`src/mtx_pkg.sv`:
```
// shared constants, field positions and helpers for the transmit config link
package mtx_pkg;

   // register indices on the link and on the host command port
   localparam logic [2:0] IDX_GAP  = 3'h0;
   localparam logic [2:0] IDX_PHY1 = 3'h1;
   localparam logic [2:0] IDX_PHY2 = 3'h2;
   localparam logic [2:0] IDX_MAC3 = 3'h3;
   localparam logic [2:0] IDX_STAT = 3'h4;
   localparam logic [2:0] IDX_PKT  = 3'h5;

   // field positions
   localparam int PHY1_LOOP   = 14;
   localparam int PHY1_DPX    = 8;
   localparam int PHY2_FORCE_LINK_UP = 14;
   localparam int PHY2_TXOFF  = 13;
   localparam int PHY2_JABOFF = 10;
   localparam int PHY2_HDLOFF = 8;
   localparam logic [15:0] PHY2_MASK = 16'h6500;
   localparam int MAC3_FDX    = 0;
   localparam int MAC3_HUGE   = 2;
   localparam int MAC3_CRC    = 4;
   localparam int MAC3_PADON  = 5;
   localparam int MAC3_PAD64  = 6;
   localparam int PKT_OVR     = 0;
   localparam int PKT_CRC     = 1;
   localparam int PKT_PAD     = 2;
   localparam int PKT_HUGE    = 3;
   localparam int ST_BUSY     = 0;
   localparam int ST_LINK     = 1;
   localparam int ST_CRCERR   = 2;
   localparam int ST_GIANT    = 3;

   // gap encoding and recommended settings, in nibble times
   localparam logic [7:0] GAP_OFF_FULL = 8'h03;
   localparam logic [7:0] GAP_OFF_HALF = 8'h06;
   localparam logic [6:0] GAP_REC_FULL = 7'h15;
   localparam logic [6:0] GAP_REC_HALF = 7'h12;
   localparam logic [7:0] GAP_ONE      = 8'h01;

   // framing
   localparam logic [3:0]  PRE_LAST   = 4'hf;
   localparam logic [3:0]  PRE_NIB    = 4'h5;
   localparam logic [3:0]  SFD_NIB    = 4'hd;
   localparam logic [3:0]  FCS_LAST   = 4'h7;
   localparam logic [15:0] LEN_PAD60  = 16'h003c;
   localparam logic [15:0] LEN_PAD64  = 16'h0040;
   localparam int          MAX_FRAME_DEF = 1518;
   localparam logic [31:0] CRC_INIT    = 32'hffff_ffff;
   localparam logic [31:0] CRC_POLY    = 32'hedb8_8320;
   localparam logic [31:0] CRC_RESIDUE = 32'hdebb_20e3;

   // transmit engine states
   typedef enum logic [5:0] {
      S_IDLE = 6'b00_0001,
      S_PRE  = 6'b00_0010,
      S_DATA = 6'b00_0100,
      S_FCS  = 6'b00_1000,
      S_GAP  = 6'b01_0000,
      S_DROP = 6'b10_0000
   } mtx_state_t;

   // reflected crc-32 update over one byte
   function automatic logic [31:0] mtx_crc_byte(input logic [31:0] c,
                                                input logic [7:0]  d);
      logic [31:0] r;
      r = c ^ {24'h00_0000, d};
      for (int i = 0; i < 8; i++) begin
         r = r[0] ? ((r >> 1) ^ CRC_POLY) : (r >> 1);
      end
      return r;
   endfunction

endpackage

```
`src/mtx_link_if.sv`:
```
// link between the host controller and the transmit mac
`timescale 1ns/1ps
`default_nettype none
interface mtx_link_if;
   logic        reg_wr;
   logic        reg_rd;
   logic [2:0]  reg_addr;
   logic [15:0] reg_wdata;
   logic [15:0] reg_rdata;
   logic        fr_valid;
   logic [7:0]  fr_data;
   logic        fr_last;
   logic        fr_ready;

   modport dev  (input  reg_wr, reg_rd, reg_addr, reg_wdata,
                 fr_valid, fr_data, fr_last,
                 output reg_rdata, fr_ready);
   modport host (output reg_wr, reg_rd, reg_addr, reg_wdata,
                 fr_valid, fr_data, fr_last,
                 input  reg_rdata, fr_ready);
endinterface
`default_nettype wire

```
`src/mtx_mac.sv`:
```
// device end: gap timer, phy control, per-frame control byte and framing
`timescale 1ns/1ps
`default_nettype none

// Functional notes
// - full duplex gap is field plus three
// - half duplex gap is field plus six
// - host should use 15h in full duplex
// - host should use 12h in half duplex
// - host keeps phy and mac duplex equal
// - force-link bit reports link always up
// - transmitter-off bit silences the wire output
// - jabber bit disables jabber correction
// - loopback-off bit ignored if loop or full
// - host writes zero to reserved phy bits
// - mac makes preamble, delimiter, pad, crc
// - host stores every other frame field
// - one control byte leads each frame, consumed
// - mac full-duplex bit selects duplex mode
module mtx_mac
   import mtx_pkg::*;
#(
   parameter int MAX_FRAME = MAX_FRAME_DEF
)(
   input  wire logic  ref_clk,
   input  wire logic  rst,
   input  wire logic  ce,
   mtx_link_if.dev    lk,
   input  wire logic  link_partner,
   output logic [3:0] wire_txd,
   output logic       wire_txen,
   output logic [3:0] loop_txd,
   output logic       loop_txen,
   output logic       link_up,
   output logic       jabber_corr_en,
   output logic       tx_done,
   output logic       tx_crc_err,
   output logic       tx_giant
);

   // the byte counter is 16 bits and padding needs a limit of at least 64
   if (MAX_FRAME < 64 || MAX_FRAME > 65535) begin : g_chk
      $error("mtx_mac: MAX_FRAME out of range");
   end

   localparam logic [15:0] MAX_LEN = 16'(MAX_FRAME);

   typedef struct packed {
      mtx_state_t  st;
      logic [3:0]  cnt;
      logic [7:0]  gcnt;
      logic        nib;
      logic [7:0]  byt;
      logic        last;
      logic [15:0] bcnt;
      logic [31:0] crc;
      logic        pad_on;
      logic        pad64;
      logic        crc_on;
      logic        huge;
      logic [6:0]  gap;
      logic [15:0] phy1;
      logic [15:0] phy2;
      logic [7:0]  mac3;
      logic [15:0] rdata;
      logic        rdy;
      logic [3:0]  txd;
      logic [3:0]  wtxd;
      logic        wtxen;
      logic        lpen;
      logic        link;
      logic        jab;
      logic        done;
      logic        crc_err;
      logic        giant;
   } mtx_mac_t;

   mtx_mac_t q;
   mtx_mac_t n;

   logic       acc;
   logic       txen_now;
   logic [3:0] txd_now;
   logic       loop_ok;
   logic       fin;
   logic [7:0] gap_off;
   logic       ovr;

   // whole engine and register file in one pass
   always_comb begin
      n = q;
      n.done = 1'b0;
      n.rdata = 16'h0000;
      txen_now = 1'b0;
      txd_now = 4'h0;
      fin = 1'b0;
      acc = lk.fr_valid & q.rdy;
      ovr = lk.fr_data[PKT_OVR];

      // register writes from the host
      if (lk.reg_wr) begin
         case (lk.reg_addr)
            IDX_GAP:  n.gap  = lk.reg_wdata[6:0];
            IDX_PHY1: n.phy1 = lk.reg_wdata;
            IDX_PHY2: n.phy2 = lk.reg_wdata;
            IDX_MAC3: n.mac3 = lk.reg_wdata[7:0];
            default:  n.gap  = q.gap;
         endcase
      end

      // register reads answer one cycle later; unmapped reads as zero
      if (lk.reg_rd) begin
         case (lk.reg_addr)
            IDX_GAP:  n.rdata = {9'h000, q.gap};
            IDX_PHY1: n.rdata = q.phy1;
            IDX_PHY2: n.rdata = q.phy2;
            IDX_MAC3: n.rdata = {8'h00, q.mac3};
            IDX_STAT: begin
               n.rdata[ST_BUSY]   = q.st != S_IDLE;
               n.rdata[ST_LINK]   = q.link;
               n.rdata[ST_CRCERR] = q.crc_err;
               n.rdata[ST_GIANT]  = q.giant;
            end
            default:  n.rdata = 16'h0000;
         endcase
      end

      // gap offset follows the duplex mode
      gap_off = q.mac3[MAC3_FDX] ? GAP_OFF_FULL
                                 : GAP_OFF_HALF;

      unique case (q.st)
         S_IDLE: begin
            // control byte: consumed here, never sent
            if (acc) begin
               n.pad_on = ovr ? lk.fr_data[PKT_PAD]
                              : q.mac3[MAC3_PADON];
               n.pad64  = ovr ? 1'b0 : q.mac3[MAC3_PAD64];
               n.crc_on = ovr ? lk.fr_data[PKT_CRC]
                              : q.mac3[MAC3_CRC];
               n.huge   = ovr ? lk.fr_data[PKT_HUGE]
                              : q.mac3[MAC3_HUGE];
               n.cnt = 4'h0;
               n.crc = CRC_INIT;
               n.bcnt = 16'h0000;
               n.crc_err = 1'b0;
               n.giant = 1'b0;
               n.st = S_PRE;
            end
         end
         S_PRE: begin
            // preamble nibbles then the delimiter, made here
            txen_now = 1'b1;
            txd_now = (q.cnt == PRE_LAST) ? SFD_NIB : PRE_NIB;
            if (q.cnt != PRE_LAST) n.cnt = q.cnt + 4'h1;
            else if (acc) n.st = S_DATA;
         end
         S_DATA: begin
            txen_now = 1'b1;
            txd_now = q.nib ? q.byt[7:4] : q.byt[3:0];
            if (!q.nib) begin
               n.nib = 1'b1;
            end else if (q.last) begin
               if (q.pad_on &&
                   q.bcnt < (q.pad64 ? LEN_PAD64 : LEN_PAD60)) begin
                  // zero pad byte goes through the crc like data
                  n.byt = 8'h00;
                  n.crc = mtx_crc_byte(q.crc, 8'h00);
                  n.bcnt = q.bcnt + 16'h0001;
                  n.nib = 1'b0;
               end else if (q.crc_on) begin
                  n.crc = ~q.crc;
                  n.cnt = 4'h0;
                  n.st = S_FCS;
               end else begin
                  // last four bytes were the sender's own check value
                  n.crc_err = q.crc != CRC_RESIDUE;
                  fin = 1'b1;
               end
            end
         end
         S_FCS: begin
            txen_now = 1'b1;
            txd_now = q.crc[3:0];
            n.crc = q.crc >> 4;
            n.cnt = q.cnt + 4'h1;
            if (q.cnt == FCS_LAST) fin = 1'b1;
         end
         S_GAP: begin
            if (q.gcnt == GAP_ONE) n.st = S_IDLE;
            else n.gcnt = q.gcnt - GAP_ONE;
         end
         S_DROP: begin
            // oversize frame: swallow the rest without sending it
            if (acc && lk.fr_last) fin = 1'b1;
         end
         default: n.st = S_IDLE;
      endcase

      // take a frame byte into the crc and the length check
      if (acc && (q.st == S_PRE || q.st == S_DATA)) begin
         n.byt = lk.fr_data;
         n.crc = mtx_crc_byte(q.crc, lk.fr_data);
         n.bcnt = q.bcnt + 16'h0001;
         n.last = lk.fr_last;
         n.nib = 1'b0;
         n.st = S_DATA;
         if (!q.huge && n.bcnt > MAX_LEN) begin
            n.giant = 1'b1;
            n.st = S_DROP;
            fin = lk.fr_last;
         end
      end

      // end of frame: one idle cycle takes the next control byte,
      // so the gap counter is loaded one short of the full gap
      if (fin) begin
         n.done = 1'b1;
         n.st = S_GAP;
         n.gcnt = {1'b0, q.gap} + gap_off - GAP_ONE;
      end

      n.rdy = (n.st == S_IDLE) || (n.st == S_DROP) ||
              (n.st == S_PRE && n.cnt == PRE_LAST) ||
              (n.st == S_DATA && n.nib && !n.last);

      // phy side: loopback in half duplex unless turned off, and in any duplex when the loop bit is set
      loop_ok = q.phy1[PHY1_LOOP] ||
                (!q.phy1[PHY1_DPX] && !q.phy2[PHY2_HDLOFF]);
      n.txd = txd_now;
      // wire nibble gated here so the pin comes straight from a flop
      n.wtxd = q.phy2[PHY2_TXOFF] ? 4'h0 : txd_now;
      n.wtxen = txen_now & ~q.phy2[PHY2_TXOFF];
      n.lpen = txen_now & loop_ok;
      n.link = link_partner | q.phy2[PHY2_FORCE_LINK_UP];
      n.jab = ~q.phy2[PHY2_JABOFF];
   end

   // state register; clock enable freezes everything
   always_ff @(posedge ref_clk) begin
      if (rst) begin
         q <= '0;
         q.st <= S_IDLE;
      end else if (ce) begin
         q <= n;
      end
   end

   // link and pin outputs, all from flops
   assign lk.reg_rdata   = q.rdata;
   assign lk.fr_ready    = q.rdy;
   assign wire_txd       = q.wtxd;
   assign wire_txen      = q.wtxen;
   assign loop_txd       = q.txd;
   assign loop_txen      = q.lpen;
   assign link_up        = q.link;
   assign jabber_corr_en = q.jab;
   assign tx_done        = q.done;
   assign tx_crc_err     = q.crc_err;
   assign tx_giant       = q.giant;

endmodule
`default_nettype wire

```
`src/flat_wrapper.sv`:
```
// flat-port wrapper written by rule: the top's interface ports become plain ports
module mtx_mac_flat import mtx_pkg::*;
#(
   parameter int MAX_FRAME = MAX_FRAME_DEF
)
  (ref_clk, rst, ce, link_partner, wire_txd, wire_txen, loop_txd, loop_txen, link_up, jabber_corr_en, tx_done, tx_crc_err, tx_giant, lk_reg_wr, lk_reg_rd, lk_reg_addr, lk_reg_wdata, lk_fr_valid, lk_fr_data, lk_fr_last, lk_reg_rdata, lk_fr_ready);
  mtx_link_if lk_i ();
  input  wire logic ref_clk;
  input  wire logic rst;
  input  wire logic ce;
  input  wire logic link_partner;
  output logic [3:0] wire_txd;
  output logic wire_txen;
  output logic [3:0] loop_txd;
  output logic loop_txen;
  output logic link_up;
  output logic jabber_corr_en;
  output logic tx_done;
  output logic tx_crc_err;
  output logic tx_giant;
  input wire logic [$bits(lk_i.reg_wr)-1:0] lk_reg_wr;
  input wire logic [$bits(lk_i.reg_rd)-1:0] lk_reg_rd;
  input wire logic [$bits(lk_i.reg_addr)-1:0] lk_reg_addr;
  input wire logic [$bits(lk_i.reg_wdata)-1:0] lk_reg_wdata;
  input wire logic [$bits(lk_i.fr_valid)-1:0] lk_fr_valid;
  input wire logic [$bits(lk_i.fr_data)-1:0] lk_fr_data;
  input wire logic [$bits(lk_i.fr_last)-1:0] lk_fr_last;
  output wire logic [$bits(lk_i.reg_rdata)-1:0] lk_reg_rdata;
  output wire logic [$bits(lk_i.fr_ready)-1:0] lk_fr_ready;
  assign lk_i.reg_wr = lk_reg_wr;
  assign lk_i.reg_rd = lk_reg_rd;
  assign lk_i.reg_addr = lk_reg_addr;
  assign lk_i.reg_wdata = lk_reg_wdata;
  assign lk_i.fr_valid = lk_fr_valid;
  assign lk_i.fr_data = lk_fr_data;
  assign lk_i.fr_last = lk_fr_last;
  assign lk_reg_rdata = lk_i.reg_rdata;
  assign lk_fr_ready = lk_i.fr_ready;
  mtx_mac #(.MAX_FRAME(MAX_FRAME)) u_core (.ref_clk(ref_clk), .rst(rst), .ce(ce), .lk(lk_i), .link_partner(link_partner), .wire_txd(wire_txd), .wire_txen(wire_txen), .loop_txd(loop_txd), .loop_txen(loop_txen), .link_up(link_up), .jabber_corr_en(jabber_corr_en), .tx_done(tx_done), .tx_crc_err(tx_crc_err), .tx_giant(tx_giant));
endmodule
```
`config.mk`:
```
export PLATFORM = sky130hd
export DESIGN_NAME = mtx_mac_flat
export DESIGN_NICKNAME = d
export VERILOG_FILES = /design/src/mtx_pkg.sv /design/src/mtx_link_if.sv /design/src/mtx_mac.sv /design/src/flat_wrapper.sv
export SDC_FILE = /design/constraint.sdc
export NUM_CORES = 1
export LEC_CHECK = 0
export BUFFER_PORTS_ARGS = -buffer_cell sky130_fd_sc_hd__buf_2
export CAP_MARGIN = 20
export CORE_UTILIZATION = 50
export CTS_CLUSTER_DIAMETER = 150
export DETAILED_ROUTE_END_ITERATION = 8
export PLACE_DENSITY_LB_ADDON = 0.05
export SLEW_MARGIN = 5
export SYNTH_ARGS = -nofsm -noshare
export SYNTH_HDL_FRONTEND = slang
export SYNTH_SLANG_ARGS = --single-unit
```
`constraint.sdc`:
```
create_clock -name ref_clk -period 3.9 [get_ports ref_clk]
set_input_delay 0.195 -clock ref_clk [delete_from_list [all_inputs] [get_ports ref_clk]]
set_output_delay 0.195 -clock ref_clk [all_outputs]
set_load 0.05 [all_outputs]
```
==> results of run 1 <==
-- through the flow --
step                      hold WS (ns)  std cells  utilization, %
after CTS                      0.01825       1515           56.23
after global placement          0.4404       1475           52.82
after floorplan                 0.3228       1254               -
final                          0.02824       1516           56.28
after global routing           0.03170       1516           56.28
after detailed placement        0.4459       1475           52.82
-- cells in the final DEF (no fill, tap or decap), types with 25 or more instances in the layout --
cell	n
a21oi_1	121
a221o_1	26
a22oi_1	39
buf_2	65
buf_4	28
dfxtp_1	159
mux2i_1	52
nand2_1	109
nor2_1	156
o211ai_1	25
o21ai_0	27
xnor2_1	97
xor2_1	45
-- routing by layer --
| layer | vias to the layer above | track usage, % | routed length [µm] | part of all wire, % |
|---|---|---|---|---|
| li1 | 4383 | - | - | - |
| met1 | 4274 | 37.63 | 12900 | 44 |
| met2 | 304 | 46.84 | 13710 | 47 |
| met3 | 65 | 4.073 | 1397 | 4.8 |
| met4 | 2 | 12.24 | 977 | 3.4 |
| met5 | - | 0 | 13 | 0.045 |
-- kinds of logic after synthesis --
family / Yosys count / synth area share (%)
AOI/OAI and AO/OA: 313 / 21.00
xor gates and xnor gates: 149 / 13.54
adders and majority gates: 15 / 1.849
buffers and inverters: 152 / 6.951
DFF: 159 / 31.35
muxes: 63 / 6.680
and+or+nand+nor: 403 / 18.62
-- final timing paths --
kind | depth (start not counted) | from | to | slack (ns)
min | 3 | lk_reg_wdata[0] | u_core.q[40] | 0.03
max | 9 | u_core.q[115] | u_core.q[141] | 0.79
min reg2reg | 2 | u_core.q[44] | u_core.q[44] | 0.46
max reg2reg | 9 | u_core.q[115] | u_core.q[141] | 0.79
-- critical path, cell delays in order, from the launching register on --
cell and delay [ns]:
dfxtp_1 0.49, ha_1 0.38, nand3_1 0.24, o21ai_0 0.21, a211oi_1 0.09, a311oi_1 0.64
o21ai_2 0.17, a21boi_4 0.31, o32ai_1 0.13, a221o_1 0.34
-- where the power goes --
group / internal [µW] / leakage, µW / switching, µW
Sequential: 1650 / 0.00128 / 34.5
Clock: 862 / 0.000288 / 816
Combinational: 241 / 0.00255 / 369
Total: 2750 / 0.00412 / 1220
-- flip-flops by register name, indices dropped and copies added (netlist names) --
register,flops
u_core.q,127
u_core.lk.reg_rdata,16
u_core.loop_txd,4
u_core.wire_txd,4
u_core.jabber_corr_en,1
u_core.link_up,1
u_core.lk.fr_ready,1
u_core.loop_txen,1
u_core.tx_crc_err,1
u_core.tx_done,1
u_core.tx_giant,1
u_core.wire_txen,1
-- cell type report --
class	count	area, µm²	area share (%)
Timing Repair Buffer	102	626.9	5.667
Clock buffer	17	425.4	3.846
Tap cell	265	331.6	2.997
Clock inverter	15	163.9	1.482
Sequential cell	159	3183	28.77
Inverter	15	56.30	0.5090
Multi-Input combinational cell	943	6275	56.72
-- repair_timing --
item / 4_1_cts / 5_1_grt
hold buffers: 8 / 0
hold endpoints to repair: 14 / 0
resized for setup: 0 / 0
setup buffers: 0 / 0
==> metrics.md, run 1 <==
| Metric | Value |
|---|---|
| Status | finished clean |
| Number of global-route vias before repair | 8,264 |
| DR iter-0 viols | 710 |
| Final GP Congestion | 0.9150 |
| GRT Total Usage | 28.68% |
| Total grt overflow | 0 |
| Hpwl dp | 19.91 mm |
| Worst-case vdd ir drop | 0.0002755 V |
| RSZ-0062 raised after global routing | false |
| Synth top area cells | dfxtp_1 (31%), xnor2_1 (8.4%), a21oi_1 (6.0%), nor2_1 (5.8%), mux2i_1 (5.1%) |
| Total CTS buffers | 17 |
| Max Root-Sink Buffers | 2 |
| Pre-CTS WS | 0.8225 ns |
| Die H | 144.5 µm |
| Worst skew pair latency | 0.44 ns |
| Yosys warnings | 0 |
| Post-synthesis sequential area ratio | 31.35% |
| Synth Flop Type | dfxtp_1 |
| Mapped Cells | 1,254 |
| Final Slew Violations | 0 |
| Synth async-reset ratio | 0% |
| Vias | 9,028 |
| Crit-path max FO | 9 |
| PwrDens | 358.8 nW/µm² |
| Core area | 19,650 µm² |
| Netlist Area Pre-Place | 10,150 µm² |
| Die X | 144.5 µm |
| Die area | 20,880 µm² |
| TritonCTS clock tree | built |
| Clk sink count | 159 |
| Max cap viols | 0 |
| Routed vias/inst | 5.955 |
| Final worst-path cycle share | 79.83% |
| Number of I/O pins | 67 |
| TritonRoute pass-1 iters | 5 |
| First-pass GRT wire length | 46.08 mm |
| Largest area contributor in the netlist | dfxtp_1 |
| Worst Clk Skew | 0.01126 ns |
| CTS Root Cell | clkbuf_16 |
| Final WS setup | 0.7866 ns |
| Crit path arrival time | 3.44 ns |
| Synth top cells by count | dfxtp_1 (159), nor2_1 (157), a21oi_1 (122) |
| Most frequent cell after synthesis | dfxtp_1 |
| Fin. Hold Viols | 0 |
| Residual DRC | 0 |
| Synth top area share | 31.35% |
| Worst slew margin | 31.25% |
| Worst Max-Slew Pin Slew | 1.029 ns |
| Crit. End Element | register |
| Area delta synth->final | 8.960% |
| WL final | 29.00 mm |
| Fin area | 11,060 µm² |
| Rows | 51 |
| Routed len/inst | 19.13 µm |
| Antenna cells | 0 |
| Nets | 1,288 |
| Placed Area | 10,380 µm² |
| Starting Density | 51.66% |
| Max frequency | 321.2 MHz |
| Min Tclk post-route | 3.113 ns |
| Port Buffers | 66 |
| Avg Cell Area, Syn | 8.096 µm² |
| Crit path required time | 4.23 ns |
| Share of layout cells above drive strength 1 | 13.27% |
| Initial antenna violation count | 1 |
| Hold WC Path Type | in -> reg |
| H-tree depth | 4 |
| Synth Net Count | 1,304 |
| Worst-path clk slew | 0.07 ns |
| Number of synthesized register bits | 159 |
| Leakage | 0.004118 µW |
| Antenna Nets Post-Route | 0 |
| Number of synthesized flops with an enable pin | 0 |
| Total Power | 3969 µW |
| Yosys cell types | 83 |
| Worst setup SP type | register |
| Post-route setup TNS | 0 ns |
| Pin count of the biggest net entering global routing | 73 |
| Fill count | 1,940 |
| WS Path Type | reg -> reg |
| # setup viols final | 0 |
Power figures use the tool's default switching activity.
==> run 2: changes to the inputs <==
Clock period 3.9 ns to 2.57 ns, I/O delays scaled along.
==> run 2 against run 1 <==
Compared with the run above: the run now ends with negative setup slack left; sequential share of layout area is 4.0 points lower; global-route usage is 1.2 points higher; power is 63% higher; combinational power is 93% higher; largest power group is now the clock network.
==> metrics.md, run 2 (synthesis gave the netlist of run 1 again) <==
| Metric | Value |
|---|---|
| Largest Register | u_core.q |
| Critical Path Start | u_core.q[118] |
| Status | finished, violations left |
| FF-to-FF path depth | 11 (+2) |
| Sequential cell area | 3206 µm² (+0.71%) |
| CP dominant cell by count | buf_6 |
| DR iter-0 viols | 670 (-5.6%) |
| Hpwl dp | 21.45 mm (+7.7%) |
| Worst setup SP type | register |
| Max reg flops | 127 (unchanged) |
| Final worst-path cycle share | 102.6% (+23 points) |
| Reg2reg setup slack | -0.07 ns (-0.85 ns) |
| PwrDens | 498.8 nW/µm² (+39%) |
| WS Path Type | reg -> reg |
| Worst R2R Start | u_core.q[118] |
| Leakage | 0.005012 µW (+22%) |
| Worst skew pair latency | 0.44 ns (about the same) |
| Vias | 9,838 (+9.0%) |
| Starting Density | 51.66% (unchanged) |
| Worst-path cell chain | buf_6 > buf_6 > and3_4 > a211oi_2 > o211ai_1 > a2111oi_4 > o21ai_2 > a21boi_4 > buf_6 > nor3_2 > a221o_1 |
| Nets | 1,425 (+11%) |
| Fin cells | 1,653 (+9.0%) |
| RR Endpoint | u_core.q[144] |
| Critical-path top delay cell | a2111oi_4 |
| Fin Hold WS | 0.03240 ns (+0.004157 ns) |
| Hold WC Path Type | in -> reg |
| Worst slew margin | 34.18% (+2.9 points) |
| Residual DRC | 0 (unchanged) |
| Worst-case vdd ir drop | 0.0004255 V (+54%) |
| Worst Clk Skew | 0.01205 ns (+0.0007916 ns) |
| Final Slew Violations | 0 (unchanged) |
| Share of layout cells above drive strength 1 | 26.08% (+13 points) |
| Failing checks | negative setup slack |
| Die X | 144.5 µm (unchanged) |
| Number of global-route vias before repair | 8,998 (+8.9%) |
| Pre-CTS WS | -0.1009 ns (-0.9234 ns) |
| Dpl cells | 1,573 (+6.6%) |
| Clk sink count | 159 (unchanged) |
| CTS Root Cell | clkbuf_16 |
| Port Buffers | 66 (unchanged) |
| Antenna Nets Post-Route | 0 (unchanged) |
| Die area | 20,880 µm² (unchanged) |
| Antenna cells | 0 (unchanged) |
| TritonRoute pass-1 iters | 5 (unchanged) |
| TritonCTS clock tree | built |
| Pin count of the biggest net entering global routing | 83 (+14%) |
| Total grt overflow | 0 (unchanged) |
| Total Power | 6456 µW (+63%) |
| Max frequency | 379.4 MHz (+18%) |
| Slowest stage delay, CP | 0.46 ns (-0.18 ns) |
| RSZ-0062 raised after global routing | true |
| Fin. Hold Viols | 0 (unchanged) |
| Die H | 144.5 µm (unchanged) |
| Routed vias/inst | 5.952 (about the same) |
| # setup viols final | 7 (+7) |
| Fill count | 1,733 (-11%) |
| Leading cell type in the layout, fill and taps excluded | nor2_1 |
| Crit path required time | 2.90 ns (-1.33 ns) |
| Final core utilization | 65.85% (+9.6 points) |
| Crit. End Element | register |
| Rows | 51 (unchanged) |
| Core area | 19,650 µm² (unchanged) |
| Number of I/O pins | 67 (unchanged) |
| Final GP Congestion | 0.9263 (+1.2%) |
| Crit path arrival time | 2.96 ns (-0.48 ns) |
| Routed len/inst | 20.08 µm (+5.0%) |
| Final WS setup | -0.06588 ns (-0.8525 ns) |
| First-pass GRT wire length | 48.05 mm (+4.3%) |
| Total CTS buffers | 17 (unchanged) |
| Min Tclk post-route | 2.636 ns (-0.4775 ns) |
| Crit-path max FO | 5 (-4) |
| Area delta synth->final | 27.48% |
| Worst Max-Slew Pin Slew | 0.9872 ns (-0.04157 ns) |
| Multi-input gate area | 6739 µm² (+7.4%) |
| Crit path to | u_core.q[144] |
| Max cap viols | 0 (unchanged) |
| Max Root-Sink Buffers | 2 (unchanged) |
| Initial antenna violation count | 1 (unchanged) |
| Worst-path clk slew | 0.08 ns (about the same) |
| H-tree depth | 4 (unchanged) |
| Commonest cells after routing, fill and taps aside | nor2_1 (153), dfxtp_1 (151), buf_4 (117), nand2_1 (109), a21oi_1 (109) |
| Hold depth | 3 (unchanged) |
| WL final | 33.20 mm (+14%) |
| GRT Total Usage | 29.87% (+1.2 points) |
## run 2: cell types whose count changed in the layout (fill, tap and decap cells not counted), sizes merged
cell and delta:
buf +120, bufinv +1, clkinv +2, clkbuf +6, inv -2, clkinvlp -1, dlygate4sd3 +11
## run 2: layer usage
metal	track usage (%)	up-vias	wire length, µm
met5	0	-	10
met4	13.52	2	1552
met3	5.033	110	1867
met2	51.34	377	16170
met1	36.34	4697	13600
li1	-	4652	-
## run 2: cell type report
class / instances / area share (%)
multi-input cells: 943 / 52.07
flip-flops and latches: 159 / 24.77
repair buffers: 239 / 15.26
clock buffers: 17 / 3.287
well taps: 265 / 2.562
clock inverters: 15 / 1.624
inverters: 15 / 0.4350
## run 2: stage by stage
stage,instance area (µm²),TNS (ns)
final,12940,-0.2581
after global routing,12940,-2.787
after CTS,12160,-0.002976
after detailed placement,11220,-0.8055
after global placement,11220,-0.05999
after floorplan,10190,-0.01203
## run 2: how the worst min path moves through the flow
stage / slack (ns) / startpoint / to
6_report: 0.03 / lk_fr_data[5] / u_core.q[137]
5_1_grt: 0.05 / lk_fr_data[2] / u_core.q[134]
4_1_cts: 0.03 / lk_fr_data[5] / u_core.q[137]
3_5_place_dp: 0.39 / lk_reg_wdata[12] / u_core.q[68]
3_3_place_gp: 0.38 / lk_reg_wdata[11] / u_core.q[67]
2_1_floorplan: 0.26 / rst / u_core.q[153]
## run 2: critical path, delay by kind of cell (launching register included)
family	cells	cell delay, ns
simple gates	2	0.22
compound gates	6	1.55
flops	1	0.34
buf+inv	3	0.39
## run 2: repair_timing
action                                 CTS  global route
endpoints found under the hold margin   49             0
resized for setup                       24            93
hold buffers                            19             0
setup endpoints to repair               35            58
cloned                                   1             9
pin swaps                                8            55
buffers inserted                         1            19
## run 2: power breakdown
part           internal (µW)  leakage, µW  switching, µW
logic                    520      0.00341            656
clock network           1430     0.000308           1310
registers               2490      0.00129           51.8
==> run 3: changes to the inputs <==
Clock period 2.57 ns to 2.8 ns, I/O delays scaled along.
==> run 3 against run 2 <==
Compared with the run above: the flow now finishes without violations; register-to-register slack better by 0.21 ns; wire length shrank 9.0%; clock-buffer cell count stayed put; clock skew increased by 0.0033 ns; non-clock buffer count decreased by 83; global-route usage about the same; sequential power is 7.9% lower; sequential cell count unchanged; critical path type unchanged; worst setup slack improved by 0.21 ns; critical path depth shrank 2.
==> metrics.md, run 3 (synthesis gave the netlist of run 1 again) <==
| Metric | Value |
|---|---|
| Routed len/inst | 19.24 µm (-4.2%) |
| RSZ-0062 raised after global routing | true |
| Max cap viols | 0 (unchanged) |
| Largest Register | u_core.q |
| Worst slew margin | 55.66% (+21 points) |
| Residual DRC | 0 (unchanged) |
| Fin. Hold Viols | 0 (unchanged) |
| Rows | 51 (unchanged) |
| Core area | 19,650 µm² (unchanged) |
| Final GP Congestion | 0.9848 (+6.3%) |
| Nets | 1,343 (-5.8%) |
| Max Root-Sink Buffers | 2 (unchanged) |
| Number of global-route vias before repair | 8,645 (-3.9%) |
| Total CTS buffers | 17 (unchanged) |
| CTS Root Cell | clkbuf_16 |
| Worst-path clk slew | 0.08 ns (about the same) |
| Starting Density | 51.66% (unchanged) |
| Max frequency | 376.0 MHz (-0.89%) |
| Final worst-path cycle share | 94.98% (-7.6 points) |
| Fin cells | 1,571 (-5.0%) |
| Crit. End Element | register |
| Fill count | 1,867 (+7.7%) |
| WL final | 30.22 mm (-9.0%) |
| PwrDens | 480.1 nW/µm² (-3.8%) |
| First-pass GRT wire length | 47.60 mm (-0.93%) |
| Initial antenna violation count | 0 (-1) |
| GRT Total Usage | 29.83% (-0.038 points) |
| Number of I/O pins | 67 (unchanged) |
| Die area | 20,880 µm² (unchanged) |
| Antenna Nets Post-Route | 0 (unchanged) |
| Clk sink count | 159 (unchanged) |
| # setup viols final | 0 (-7) |
| FF-to-FF path depth | 9 (-2) |
| Antenna cells | 0 (unchanged) |
| Commonest cells after routing, fill and taps aside | nor2_1 (156), dfxtp_1 (152), a21oi_1 (121), nand2_1 (109), xnor2_1 (97) |
| Worst setup SP type | register |
| Total grt overflow | 0 (unchanged) |
| Worst-case vdd ir drop | 0.0003936 V (-7.5%) |
| Hpwl dp | 21.27 mm (-0.83%) |
| Min Tclk post-route | 2.659 ns (+0.02357 ns) |
| Pin count of the biggest net entering global routing | 132 (+59%) |
| Fin Hold WS | 0.01156 ns (-0.02084 ns) |
| Worst skew pair latency | 0.43 ns (about the same) |
| Crit path required time | 3.12 ns (+0.22 ns) |
| Dpl cells | 1,519 (-3.4%) |
| Area delta synth->final | 14.41% |
| Leading cell type in the layout, fill and taps excluded | nor2_1 |
| DR iter-0 viols | 612 (-8.7%) |
| Leakage | 0.004402 µW (-12%) |
| Status | finished clean |
| Share of layout cells above drive strength 1 | 17.08% (-9.0 points) |
| Die X | 144.5 µm (unchanged) |
| # Post-CTS Setup Buffers | 0 (-1) |
| Hold WC Path Type | in -> reg |
| TritonRoute pass-1 iters | 5 (unchanged) |
| Die H | 144.5 µm (unchanged) |
| TritonCTS clock tree | built |
| WS Path Type | reg -> reg |
| Crit-path max FO | 6 (+1) |
| Reg2reg setup slack | 0.14 ns (+0.21 ns) |
| H-tree depth | 4 (unchanged) |
| Final Slew Violations | 0 (unchanged) |
| Vias | 9,306 (-5.4%) |
| Crit path arrival time | 2.97 ns (about the same) |
| Hold depth | 3 (unchanged) |
| Port Buffers | 66 (unchanged) |
| Worst Clk Skew | 0.01537 ns (+0.003321 ns) |
| Max reg flops | 127 (unchanged) |
| Routed vias/inst | 5.924 (-0.47%) |
| Worst Max-Slew Pin Slew | 0.6604 ns (-0.3269 ns) |
==> run 3: changes by cell type in the layout (fill, tap and decap cells not counted), moves of 4 or more <==
cell	before	now
dfxtp_2	3	7
buf_6	24	1
dfxtp_4	5	0
ha_1	10	15
a21oi_2	11	1
buf_4	117	67
a211oi_1	12	17
nor3_1	19	23
a21oi_1	109	121
buf_12	8	4
clkbuf_16	23	17
ha_4	5	0
a211oi_2	4	0
==> run 3: final timing paths <==
check / startpoint / endpoint
min reg2reg: u_core.q[55] / u_core.q[55]
max: u_core.q[115] / u_core.q[145]
max reg2reg: u_core.q[115] / u_core.q[145]
min: lk_fr_data[5] / u_core.q[137]
==> run 3: layer usage <==
metal  track usage [%]  share of wire, %  wire, µm  vias up
met5                 0                 0         0        -
met4             12.58               3.1       951        0
met3             4.868               4.7      1413       50
li1                  -                 -         -     4498
met2             51.09                50     14980      283
met1             36.88                43     12880     4475
==> run 3: metrics by stage <==
stage | total power, µW | area, µm² | setup TNS [ns] | setup slack, ns | utilization (%)
6_report | 5576 | 11610 | 0 | 0.1406 | 59.10
5_1_grt | 5793 | 11610 | -0.01404 | -0.01404 | 59.10
4_1_cts | 5608 | 11540 | 0 | 0.03823 | 58.73
3_5_place_dp | 3272 | 10760 | 0 | 0.05450 | 54.76
3_3_place_gp | 3272 | 10760 | 0 | 0.08270 | 54.76
2_1_floorplan | 3010 | 10150 | 0 | 0.06633 | -
==> run 3: area by class of cell <==
cell class / instances / area [µm²] / share of cell area (%)
well taps: 265 / 331.6 / 2.855
inverters: 15 / 56.30 / 0.4848
clock buffers: 17 / 425.4 / 3.663
clock inverters: 15 / 166.4 / 1.433
repair buffers: 156 / 1110 / 9.555
flip-flops and latches: 159 / 3192 / 27.48
multi-input cells: 944 / 6334 / 54.53
==> run 3: power breakdown <==
group | leakage (µW) | switching, µW | internal, µW
Combinational | 0.00283 | 528 | 387
Clock | 0.000288 | 1120 | 1200
Sequential | 0.00129 | 46.5 | 2290
Total | 0.00440 | 1700 | 3880
==> run 3: what timing repair did <==
action                     4_1_cts  5_1_grt
hold endpoints to repair        43        0
hold buffers                    19        0
setup endpoints to repair        0       29
resized for setup                0       15
==> run 3: worst max-delay path, cell delays in order (launching register included) <==
cell	delay, ns
dfxtp_2	0.36
ha_1	0.26
buf_4	0.17
o21ba_2	0.20
o31ai_1	0.23
a31oi_1	0.20
o21a_4	0.29
o2111ai_1	0.17
o211ai_1	0.24
a221o_1	0.40
